===== config.mk =====
export PLATFORM = sky130hd
export DESIGN_NAME = icbl_bus_cond
export DESIGN_NICKNAME = d
export VERILOG_FILES = /design/src/design/icbl_pkg.sv /design/src/design/icbl_sync.sv /design/src/design/icbl_sda_hold.sv /design/src/design/icbl_bus_cond.sv
export SDC_FILE = /design/constraint.sdc
export NUM_CORES = 1
export LEC_CHECK = 0
export BUFFER_PORTS_ARGS = -buffer_cell sky130_fd_sc_hd__buf_2
export CAP_MARGIN = 25
export CORE_MARGIN = 2
export CORE_UTILIZATION = 56
export CTS_CLUSTER_SIZE = 10
export DETAILED_ROUTE_END_ITERATION = 10
export PLACE_DENSITY = 0.84
export SLEW_MARGIN = 20
export SYNTH_ARGS = -nofsm -noshare
export SYNTH_HDL_FRONTEND = slang
export SYNTH_SLANG_ARGS = --single-unit

===== constraint.sdc =====
create_clock -name clk_i -period 3.8 [get_ports clk_i]
set_input_delay 1.14 -clock clk_i [delete_from_list [all_inputs] [get_ports clk_i]]
set_output_delay 1.14 -clock clk_i [all_outputs]
set_load 0.1 [all_outputs]

===== src/design/icbl_pkg.sv =====
// Constants, state types and helpers for the two-wire bus condition logic.
// Assumes one 100 MHz clock and a synchronous active-high reset.
// ----------------------------------------------------------------------
// Overview of operation
// RULE1: In an enabled two-wire mode both pins are open-drain: pull low or release.
// RULE2: Software sets both pin direction bits as inputs before using the mode.
// RULE3: Pin output data is forced to zero while the mode is enabled.
// RULE4: Hold-select bit set keeps SDA valid 300 ns after SCL falls.
// RULE5: SDA falling while SCL high is a Start; bus goes idle to active.
// RULE6: Only a master generates a Start; a slave never does.
// RULE7: Generating a Start, SDA already low before our pull is a collision.
// RULE8: SDA rising while SCL high is a Stop.
// RULE9: Stop counts only after one SCL low period since the Start.
// RULE10: Repeated Start is accepted exactly where a Stop would be.
// RULE11: Repeated Start resets slave logic like a Start, awaiting an address.
// RULE12: 10-bit read needs prior match, restart, high byte; slave then holds SCL.
// RULE13: Prior-match set on full 10-bit write match; cleared by Stop or high byte.
// RULE14: SDA sampled low while we release it expecting high is a collision.
// RULE15: Matched read address: slave sends every byte until restart or Stop.
// RULE16: Bus idle only when no master holds it and both lines high.
// RULE17: An address byte matches when equal to the slave address register; in 7-bit mode the code compares bits 7:1 only, ignoring the read/write bit.
// RULE18: Anyone may hold SCL low; others wait for its release.
// RULE19: The master starts each transfer, drives all clocks and ends it.
// RULE20: Transmitter releases SDA after the eighth SCL fall, reads the acknowledge.
// RULE21: SDA changes only while SCL low and is sampled on SCL rising.
// RULE22: Both bus inputs are synchronised; edges found from previous and current.
// ----------------------------------------------------------------------
package icbl_pkg;

   // ----------------------------------------------------------------------
   // Timing
   // ----------------------------------------------------------------------
   localparam int CLK_PERIOD_NS  = 10;
   localparam int HOLD_LONG_NS   = 300;
   localparam int HOLD_SHORT_NS  = 100;
   localparam int START_SETUP_NS = 600;
   localparam int CNT_W          = 7;
   localparam logic [CNT_W-1:0] HOLD_LONG_CNT =
      CNT_W'((HOLD_LONG_NS + CLK_PERIOD_NS - 1) / CLK_PERIOD_NS);
   localparam logic [CNT_W-1:0] HOLD_SHORT_CNT =
      CNT_W'((HOLD_SHORT_NS + CLK_PERIOD_NS - 1) / CLK_PERIOD_NS);
   localparam logic [CNT_W-1:0] START_CNT =
      CNT_W'((START_SETUP_NS + CLK_PERIOD_NS - 1) / CLK_PERIOD_NS);
   localparam logic [CNT_W-1:0] CNT_ZERO = 7'h00;

   // ----------------------------------------------------------------------
   // Addressing
   // ----------------------------------------------------------------------
   localparam logic [4:0] TEN_HI_PREFIX = 5'h1e;
   localparam int         RW_BIT        = 0;
   localparam int         A9_BIT        = 2;
   localparam int         A8_BIT        = 1;

   // Start generator states
   typedef enum logic [1:0] {
      GEN_IDLE,
      GEN_CHECK,
      GEN_SDA,
      GEN_HAND
   } icbl_gen_t;

   typedef struct packed {
      logic             scl_q;
      logic             sda_q;
      logic             active;
      logic             low_seen;
      logic             prior;
      logic             hi_ok;
      logic             slave_tx;
      logic             scl_hold;
      logic             coll_flag;
      logic             start_p;
      logic             stop_p;
      logic             restart_p;
      logic             match_p;
      logic             done_p;
      logic             gen_sda;
      icbl_gen_t        gen;
      logic [CNT_W-1:0] cnt;
   } icbl_state_t;

   // Compare the seven address bits above the read/write bit
   function automatic logic icbl_addr_eq(input logic [7:0] rx,
                                         input logic [6:0] ref_bits);
      return rx[7:1] == ref_bits;
   endfunction : icbl_addr_eq

endpackage : icbl_pkg


===== src/design/icbl_sync.sv =====
// Two-flop synchroniser for the bus pin inputs.
// Assumes inputs arrive asynchronously to clk_i.
module icbl_sync
   import icbl_pkg::*;
#(
   parameter int W = 2
) (
   input  wire logic         clk_i,
   input  wire logic         rst_i,
   input  wire logic [W-1:0] d_i,
   output logic      [W-1:0] q_o
);
   typedef struct packed {
      logic [W-1:0] meta;
      logic [W-1:0] stable;
   } icbl_sync_t;

   icbl_sync_t st_r;
   icbl_sync_t st_nxt;

   // Idle bus reads high, so reset to ones avoids a false edge
   always_comb begin
      st_nxt.meta   = d_i;
      st_nxt.stable = st_r.meta;
   end

   always_ff @(posedge clk_i) begin
      if (rst_i) begin
         st_r <= '1;
      end else begin
         st_r <= st_nxt;
      end
   end

   assign q_o = st_r.stable;

endmodule : icbl_sync


===== src/design/icbl_sda_hold.sv =====
// SDA drive stage that holds the line still after each SCL fall.
// Assumes scl_fall_i is a one-cycle pulse on the synchronised SCL.
module icbl_sda_hold
   import icbl_pkg::*;
(
   input  wire logic clk_i,
   input  wire logic rst_i,
   input  wire logic scl_fall_i,
   input  wire logic long_i,
   input  wire logic req_i,
   output logic      drive_o
);
   typedef struct packed {
      logic [CNT_W-1:0] cnt;
      logic             drive;
   } icbl_hold_t;

   icbl_hold_t st_r;
   icbl_hold_t st_nxt;

   always_comb begin
      st_nxt = st_r;
      if (scl_fall_i) begin
         st_nxt.cnt = long_i ? HOLD_LONG_CNT : HOLD_SHORT_CNT; // [RULE4]
      end else if (st_r.cnt != CNT_ZERO) begin
         st_nxt.cnt = st_r.cnt - 7'h01;
      end else begin
         st_nxt.drive = req_i; // [RULE20]
      end
   end

   always_ff @(posedge clk_i) begin
      if (rst_i) begin
         st_r <= '0;
      end else begin
         st_r <= st_nxt;
      end
   end

   assign drive_o = st_r.drive;
endmodule : icbl_sda_hold


===== src/design/icbl_bus_cond.sv =====
// Bus condition front end of the two-wire serial port.
// Assumes the byte sequencer runs on clk_i and talks through the request,
// address and status ports; the bus pins are asynchronous.
module icbl_bus_cond
   import icbl_pkg::*;
(
   input  wire logic       clk_i,
   input  wire logic       rst_i,
   input  wire logic       serial_port_enable_bit_i,
   input  wire logic       data_hold_select_bit_i,
   input  wire logic       ten_bit_mode_i,
   input  wire logic       master_mode_i,
   input  wire logic [7:0] slave_address_register_i,
   input  wire logic       gen_start_i,
   input  wire logic       scl_low_req_i,
   input  wire logic       sda_low_req_i,
   input  wire logic       tx_active_i,
   input  wire logic       release_clock_i,
   input  wire logic       collision_clear_i,
   input  wire logic [7:0] addr_byte_i,
   input  wire logic       addr_first_i,
   input  wire logic       addr_second_i,
   input  wire logic       scl_i,
   input  wire logic       sda_i,
   output logic            scl_o,
   output logic            scl_oe_o,
   output logic            sda_o,
   output logic            sda_oe_o,
   output logic            start_o,
   output logic            stop_o,
   output logic            restart_o,
   output logic            slave_reset_o,
   output logic            start_done_o,
   output logic            bus_idle_o,
   output logic            bus_collision_o,
   output logic            addr_match_o,
   output logic            prior_match_o,
   output logic            slave_transmit_o
);
   icbl_state_t st_r;
   icbl_state_t st_nxt;
   logic        port_rst;
   logic [1:0]  pins_s;
   logic        scl_s;
   logic        sda_s;
   logic        sda_drive;
   logic        scl_high;
   logic        sda_fall;
   logic        sda_rise;
   logic        scl_rise;
   logic        scl_fall;
   logic        start_c;
   logic        restart_c;
   logic        stop_c;
   logic        coll_drive;
   logic        coll_start;
   logic        idle_c;
   logic        hi_match;
   logic        rx_rw;

   // Disabling the port holds everything in reset
   assign port_rst = rst_i | ~serial_port_enable_bit_i;

   // ----------------------------------------------------------------------
   // Pin sampling and edge detection
   // ----------------------------------------------------------------------
   icbl_sync #(
      .W (2)
   ) u_sync (
      .clk_i (clk_i),
      .rst_i (port_rst),
      .d_i   ({scl_i, sda_i}),
      .q_o   (pins_s)
   ); // [RULE22]

   assign scl_s    = pins_s[1];
   assign sda_s    = pins_s[0];
   assign scl_high = scl_s & st_r.scl_q;
   assign sda_fall = st_r.sda_q & ~sda_s;                // [RULE22]
   assign sda_rise = ~st_r.sda_q & sda_s;
   assign scl_rise = scl_s & ~st_r.scl_q;
   assign scl_fall = ~scl_s & st_r.scl_q;

   assign start_c   = sda_fall & scl_high & ~st_r.active;         // [RULE5]
   assign restart_c = sda_fall & scl_high & st_r.active
                      & st_r.low_seen;                            // [RULE10]
   assign stop_c    = sda_rise & scl_high & st_r.active
                      & st_r.low_seen;                     // [RULE8] [RULE9]
   assign idle_c    = ~st_r.active & scl_s & sda_s;               // [RULE16]

   // Released line read low on the SCL rise means another driver [RULE21]
   assign coll_drive = tx_active_i & ~sda_drive & scl_rise & ~sda_s; // [RULE14]
   assign coll_start = (st_r.gen == GEN_CHECK) & ~sda_s;             // [RULE7]

   // ----------------------------------------------------------------------
   // Address decode
   // ----------------------------------------------------------------------
   assign rx_rw    = addr_byte_i[RW_BIT];
   assign hi_match = ten_bit_mode_i
      ? icbl_addr_eq(addr_byte_i, {TEN_HI_PREFIX,
                     slave_address_register_i[A9_BIT],
                     slave_address_register_i[A8_BIT]})
      : icbl_addr_eq(addr_byte_i, slave_address_register_i[7:1]); // [RULE17]

   // ----------------------------------------------------------------------
   // Next state
   // ----------------------------------------------------------------------
   always_comb begin
      st_nxt           = st_r;
      st_nxt.scl_q     = scl_s;
      st_nxt.sda_q     = sda_s;
      st_nxt.start_p   = start_c;
      st_nxt.restart_p = restart_c;
      st_nxt.stop_p    = stop_c;
      st_nxt.match_p   = 1'b0;
      st_nxt.done_p    = 1'b0;

      // Bus activity tracking
      if (st_r.active && !scl_s) begin
         st_nxt.low_seen = 1'b1;                                  // [RULE9]
      end
      if (start_c || restart_c) begin
         st_nxt.active   = 1'b1;                                  // [RULE5]
         st_nxt.low_seen = 1'b0;
         st_nxt.slave_tx = 1'b0;                                  // [RULE11]
         st_nxt.hi_ok    = 1'b0;
         st_nxt.scl_hold = 1'b0;
      end
      if (stop_c) begin
         st_nxt.active   = 1'b0;
         st_nxt.low_seen = 1'b0;
         st_nxt.slave_tx = 1'b0;                                  // [RULE15]
         st_nxt.hi_ok    = 1'b0;
         st_nxt.scl_hold = 1'b0;
         st_nxt.prior    = 1'b0;                                  // [RULE13]
      end

      // Address bytes, delivered by the sequencer after a start
      if (addr_first_i) begin
         if (ten_bit_mode_i) begin
            if (!hi_match) begin
               st_nxt.prior = 1'b0;                               // [RULE13]
               st_nxt.hi_ok = 1'b0;
            end else if (!rx_rw) begin
               st_nxt.prior   = 1'b0;                             // [RULE13]
               st_nxt.hi_ok   = 1'b1;
               st_nxt.match_p = 1'b1;
            end else if (st_r.prior) begin
               st_nxt.slave_tx = 1'b1;                            // [RULE12]
               st_nxt.scl_hold = 1'b1;
               st_nxt.match_p  = 1'b1;
            end
         end else if (hi_match) begin
            st_nxt.match_p  = 1'b1;                               // [RULE17]
            st_nxt.slave_tx = rx_rw;                              // [RULE15]
         end
      end
      if (addr_second_i && ten_bit_mode_i && st_r.hi_ok) begin
         st_nxt.hi_ok = 1'b0;
         if (addr_byte_i == slave_address_register_i) begin
            st_nxt.prior   = 1'b1;                                // [RULE13]
            st_nxt.match_p = 1'b1;
         end
      end
      // Clock stretch after a 10-bit read match until the sequencer is ready
      if (release_clock_i) begin
         st_nxt.scl_hold = 1'b0;                                  // [RULE18]
      end

      // Start generator, master only
      case (st_r.gen)
         GEN_IDLE: begin
            if (gen_start_i && master_mode_i && idle_c) begin     // [RULE6]
               st_nxt.gen = GEN_CHECK;
            end
         end
         GEN_CHECK: begin
            if (!sda_s) begin
               st_nxt.gen = GEN_IDLE;                             // [RULE7]
            end else begin
               st_nxt.gen     = GEN_SDA;
               st_nxt.gen_sda = 1'b1;
               st_nxt.cnt     = START_CNT;
            end
         end
         GEN_SDA: begin
            if (st_r.cnt == CNT_ZERO) begin
               st_nxt.gen = GEN_HAND;
            end else begin
               st_nxt.cnt = st_r.cnt - 7'h01;
            end
         end
         GEN_HAND: begin
            // Keep SDA low until the sequencer owns SCL, avoiding a Stop
            if (scl_low_req_i) begin
               st_nxt.gen     = GEN_IDLE;                         // [RULE19]
               st_nxt.gen_sda = 1'b0;
               st_nxt.done_p  = 1'b1;
            end
         end
         default: begin
            st_nxt.gen     = GEN_IDLE;
            st_nxt.gen_sda = 1'b0;
         end
      endcase

      // Sticky collision; a new event wins over a clear
      if (collision_clear_i) begin
         st_nxt.coll_flag = 1'b0;
      end
      if (coll_drive || coll_start) begin
         st_nxt.coll_flag = 1'b1;                         // [RULE7] [RULE14]
      end
   end

   always_ff @(posedge clk_i) begin
      if (port_rst) begin
         st_r       <= '0;
         st_r.scl_q <= 1'b1;
         st_r.sda_q <= 1'b1;
         st_r.gen   <= GEN_IDLE;
      end else begin
         st_r <= st_nxt;
      end
   end

   // ----------------------------------------------------------------------
   // Pin drive
   // ----------------------------------------------------------------------
   icbl_sda_hold u_hold (
      .clk_i      (clk_i),
      .rst_i      (port_rst),
      .scl_fall_i (scl_fall),
      .long_i     (data_hold_select_bit_i),
      .req_i      (sda_low_req_i | st_r.gen_sda),
      .drive_o    (sda_drive)
   ); // [RULE4]

   assign scl_o    = 1'b0;                                        // [RULE3]
   assign sda_o    = 1'b0;                                        // [RULE3]
   assign scl_oe_o = serial_port_enable_bit_i
                     & (scl_low_req_i | st_r.scl_hold);           // [RULE1]
   assign sda_oe_o = serial_port_enable_bit_i & sda_drive;        // [RULE1]

   assign start_o          = st_r.start_p;
   assign stop_o           = st_r.stop_p;
   assign restart_o        = st_r.restart_p;
   assign slave_reset_o    = st_r.start_p | st_r.restart_p;       // [RULE11]
   assign start_done_o     = st_r.done_p;
   assign bus_idle_o       = ~st_r.active & st_r.scl_q & st_r.sda_q;
   assign bus_collision_o  = st_r.coll_flag;
   assign addr_match_o     = st_r.match_p;
   assign prior_match_o    = st_r.prior;
   assign slave_transmit_o = st_r.slave_tx;
endmodule : icbl_bus_cond


# Word level (Yosys, flattened, before mapping)
# Cells that the tools add are included.
classes:
  addsub: 2
  eq_ne: 11
  n_mux: 38
  bitwise: 36
  reduce_logical: 24
ops:
  columns: ["operator", "n"]
  rows:
  - ["$mux 7", 4]
  - ["$and 1x1->1", 22]
  - ["$mux 2", 10]
  - ["$mux 1", 16]
  - ["$eq 7x7->1", 2]
  - ["$pmux 7 s2", 1]
  - ["$sub 7x1->7 const B", 2]
  - ["$mux 4", 3]
  - ["$not 1->1", 10]
  - ["$reduce_and 3->1", 3]
  - ["$eq 8x8->1", 1]
  - ["$ne 2x2->1 const B", 4]
  - ["$pmux 2 s4", 1]
  - ["$reduce_bool 2->1", 4]
  - ["$reduce_or 2->1", 4]
  - ["$logic_not 7->1", 1]
  - ["$reduce_bool 7->1", 1]
  - ["$logic_and 1x1->1", 5]
  - ["$mux 5", 1]
  - ["$eq 2x2->1 const B", 2]
  - ["$or 1x1->1", 4]
  - ["$mux 3", 1]
  - ["$reduce_or 3->1", 1]
  - ["$eq 2x1->1 const B", 1]
  - ["other kinds (6)", 7]
word_totals:
  reg_bits: 36
  inputBits: 32
  out_inout_bits: 14
  wordCells: 132

# Logic depth before layout (Yosys ltp)
logic_depth:
  depth_word: 15
  depth_mapped: 7
  depth_no_buf: 7

# Cells and area by module
# A second synthesis with hierarchy kept.
unflattened:
  cells_unflattened: 212
  area_unflattened_um2: 1895.6
modules_own_cells:
  columns: ["module", "n_inst", "cells_per_inst", "area_per_inst_um2", "seq_area_each_um2"]
  rows:
  - ["icbl_bus_cond", 1, 156, 1368.8, 480.5]
  - ["icbl_sda_hold", 1, 48, 421.7, 160.2]
  - ["icbl_sync", 1, 8, 105.1, 80.1]

# Least setup slack after synthesis
# Ideal clock, no wire load.
synth_timing:
  path_type: "register to output"
  start: "register st_r[21] (netlist name)"
  end: "output port bus_idle_o"
  arrival_ns: 2.701
  required_ns: 2.660
  slack_ns: -0.041
  path_stages_with_launch: 3
  path_buffers: 1
  path_cell_list: "dfxtp_1 clkbuf_1 nor3b_1"
synth_between:
  elab_chain_cells: 3
synth_rtl:
  columns: ["item", "line_no", "source"]
  rows:
  - ["from (decl)", "icbl_bus_cond.sv:40", "icbl_state_t st_r;"]
  - ["from (signal assigned)", "icbl_bus_cond.sv:223", "st_r <= st_nxt;"]
  - ["$not 1->1", "icbl_bus_cond.sv:250", "assign bus_idle_o = ~st_r.active & st_r.scl_q & st_r.sda_q;"]
  - ["$and 1x1->1 (2 in a row)", "icbl_bus_cond.sv:250", null]
  - ["to (decl)", "icbl_bus_cond.sv:34", "output logic bus_idle_o,"]
# Every way passes these cells.

# Worst setup path in the final report
layout_timing:
  start: "input port serial_port_enable_bit_i"
  end: "output port sda_oe_o"
layout_between:
  elab_chain_cells: 1
layout_rtl:
  columns: ["item", "line_no", "source"]
  rows:
  - ["from (decl)", "icbl_bus_cond.sv:9", "input wire logic serial_port_enable_bit_i,"]
  - ["$and 1x1->1", "icbl_bus_cond.sv:243", "assign sda_oe_o = serial_port_enable_bit_i & sda_drive;"]
  - ["to (decl)", "icbl_bus_cond.sv:28", "output logic sda_oe_o,"]
# Every way passes these cells.

==> flow_summary.json <==
{
  "synth_edf_count": 0,
  "outcome": "completed",
  "ys_ff_latch": 36,
  "synth_cells": 213,
  "cts_made_buffers": 5,
  "cts-root-buf": "clkbuf_4",
  "grt_pass1_vias": 1394,
  "viasPerCell": 5.26,
  "final_util_pct": 68.6,
  "avgSynthCellArea_um2": 8.31,
  "skew_ns": 0.00374,
  "fp.coreArea_um2": 3030,
  "max_slew_margin_pct": 46.7,
  "via_count": 1579,
  "start_util_pct": 58.4,
  "synth_area_um2": 1770,
  "portBuffers": 43,
  "slowest_stage": "buf_2",
  "clock-sinks": 36,
  "num_rows": 20,
  "overflow": 0,
  "async_flop_share_pct": 0,
  "ir_drop_v": 0.000233,
  "antenna_found_initial": 0,
  "critPathLaunchType": "primary input",
  "clk_pin_slew_ns": 0.10,
  "synth_cell_types": 48,
  "slowest_delay_ns": 0.42,
  "critPathCaptureType": "primary output",
  "ant_nets": 0,
  "cts_tree": "done",
  "die_area_um2": 3620,
  "area_delta_synth_final_pct": 17.5,
  "fin_crit_ns": 2.92,
  "first_pass_iters": 5,
  "whs_ns": 0.414,
  "post-route-period-util_pct": 76.9,
  "finalHoldViolCount": 0,
  "drc": 0,
  "synth_most_common_cell": "dfxtp_1",
  "finalSetupTns_ns": 0,
  "fmax_mhz": 342,
  "die_h_um": 60.2,
  "grt_usage_pct": 21.8,
  "cp.arrival_ns": 1.78,
  "yosysWarningCount": 0,
  "yosys.area.top_type_share_pct": 40.7,
  "ctsHoldBuffers": 0,
  "worst-path-max-fanout": 4,
  "setup_viol_count_final": 0,
  "hold_class": "flip-flop to flip-flop",
  "synth_common_cells": "dfxtp_1, nor2_1, nand2_1",
  "grt_pass1_wl_mm": 5.88,
  "worstMarginPinSlew_ns": 0.799,
  "routabilityCongestion": 0.855,
  "clkLatencyLatePin_ns": 0.33,
  "wl_per_cell_um": 11.8,
  "drive_gt1_share_pct": 24.2,
  "detail_route.iter0.violations": 66,
  "grt_max_degree": 22,
  "post_cts_buffers": 0,
  "clk_path_buf_depth": 2,
  "path_cells": "buf_2 > and2_1 > buf_2",
  "io_pins": 46,
  "synth_top_area_cell": "dfxtp_1",
  "power.density_nw_per_um2": 482,
  "yosysSeqAreaShare_pct": 40.7,
  "layout.nets": 291,
  "crit_path_frequent_cell": "buf_2",
  "cap_violations": 0,
  "path_class": "primary input to primary output",
  "critPathRequiredTime_ns": 2.66,
  "rsz0062_at_grt": "no",
  "drv_slew": 0,
  "fp.dieW_um": 60.2,
  "antennaDiodeCount": 0,
  "cts-htree-levels": 2,
  "wl_mm": 3.54,
  "synth-main-ff-cell": "dfxtp_1",
  "synthTopCellsByArea": "dfxtp_1, nor2_1, nand2_1",
  "post-dp-hpwl_mm": 2.55,
  "cts.repair.resized": 0,
  "p_leak_uw": 0.000906
}
-- cells by family (layout without fill, tap and decap cells) --
family	after synthesis	in the layout	synth area share, %
xor+xnor	13	13	6.44
mux	2	2	1.41
compound gates	39	39	14.9
fa+ha+maj	3	3	2.12
flops	36	36	40.7
buf+inv	22	64	5.16
simple gates	97	97	29.0
other cells	1	2	0.212
-- metrics by stage --
step	power [µW]	instance area (µm²)	setup slack [ns]	instances
after global placement	776	2010	0.893	293
after global routing	1070	2080	0.861	300
after floorplan	723	1780	0.783	214
after detailed placement	784	2010	0.874	293
after CTS	1010	2080	0.871	300
final	1000	2080	0.877	300
-- final timing paths --
| kind | endpoint | slack (ns) | depth (start not counted) | from |
|---|---|---|---|---|
| setup / recovery | sda_oe_o | 0.88 | 3 | serial_port_enable_bit_i |
| hold / removal | u_sync.q_o[0] | 0.41 | 1 | u_sync.st_nxt[0] |
| setup reg to reg | st_r[6] | 1.83 | 7 | st_r[0] |
| hold reg to reg | u_sync.q_o[0] | 0.41 | 1 | u_sync.st_nxt[0] |
-- state kept, by name, indices dropped and copies added, names as in the netlist, 2 cells and up, named ones only --
name	count
u_sync.q_o	2
u_sync.st_nxt	2
u_hold.st_r	7
st_r	15
-- critical path: cells and delay by family --
kind / cells / cell delay [ns]
AND/OR/NAND/NOR: 1 / 0.12
buffers and inverters: 2 / 0.52
-- cells in the final DEF (no fill, tap or decap), drive strengths merged, types with 3 or more instances in the layout --
master / n
a21oi: 17
buf: 44
clkbuf: 7
dfxtp: 36
ha: 3
inv: 13
nand2: 24
nand2b: 5
nand3: 6
nand3b: 3
nand4: 5
nor2: 27
nor2b: 4
nor3: 6
nor4: 3
o21ai: 5
xnor2: 4
xor2: 9
-- area by class of cell --
class	instances	area [µm²]
Sequential cell	36	721
Multi-Input combinational cell	156	966
Clock buffer	7	65.1
Tap cell	44	55.1
Timing Repair Buffer	44	223
Inverter	13	48.8
Fill cell	272	950
-- metal layers --
metal | global-route usage (%) | wire length, µm
met1 | 27.4 | 1640
met2 | 35.4 | 1640
met3 | 6.71 | 215
met4 | 7.30 | 51
met5 | 0 | 0
-- power breakdown --
group | internal [µW] | leakage, µW | switching, µW
logic | 156 | 0.000577 | 185
clock network | 105 | 0.0000374 | 121
registers | 407 | 0.000292 | 27.9
total | 668 | 0.000906 | 334
Note: power is estimated with default switching activity, not from simulation.
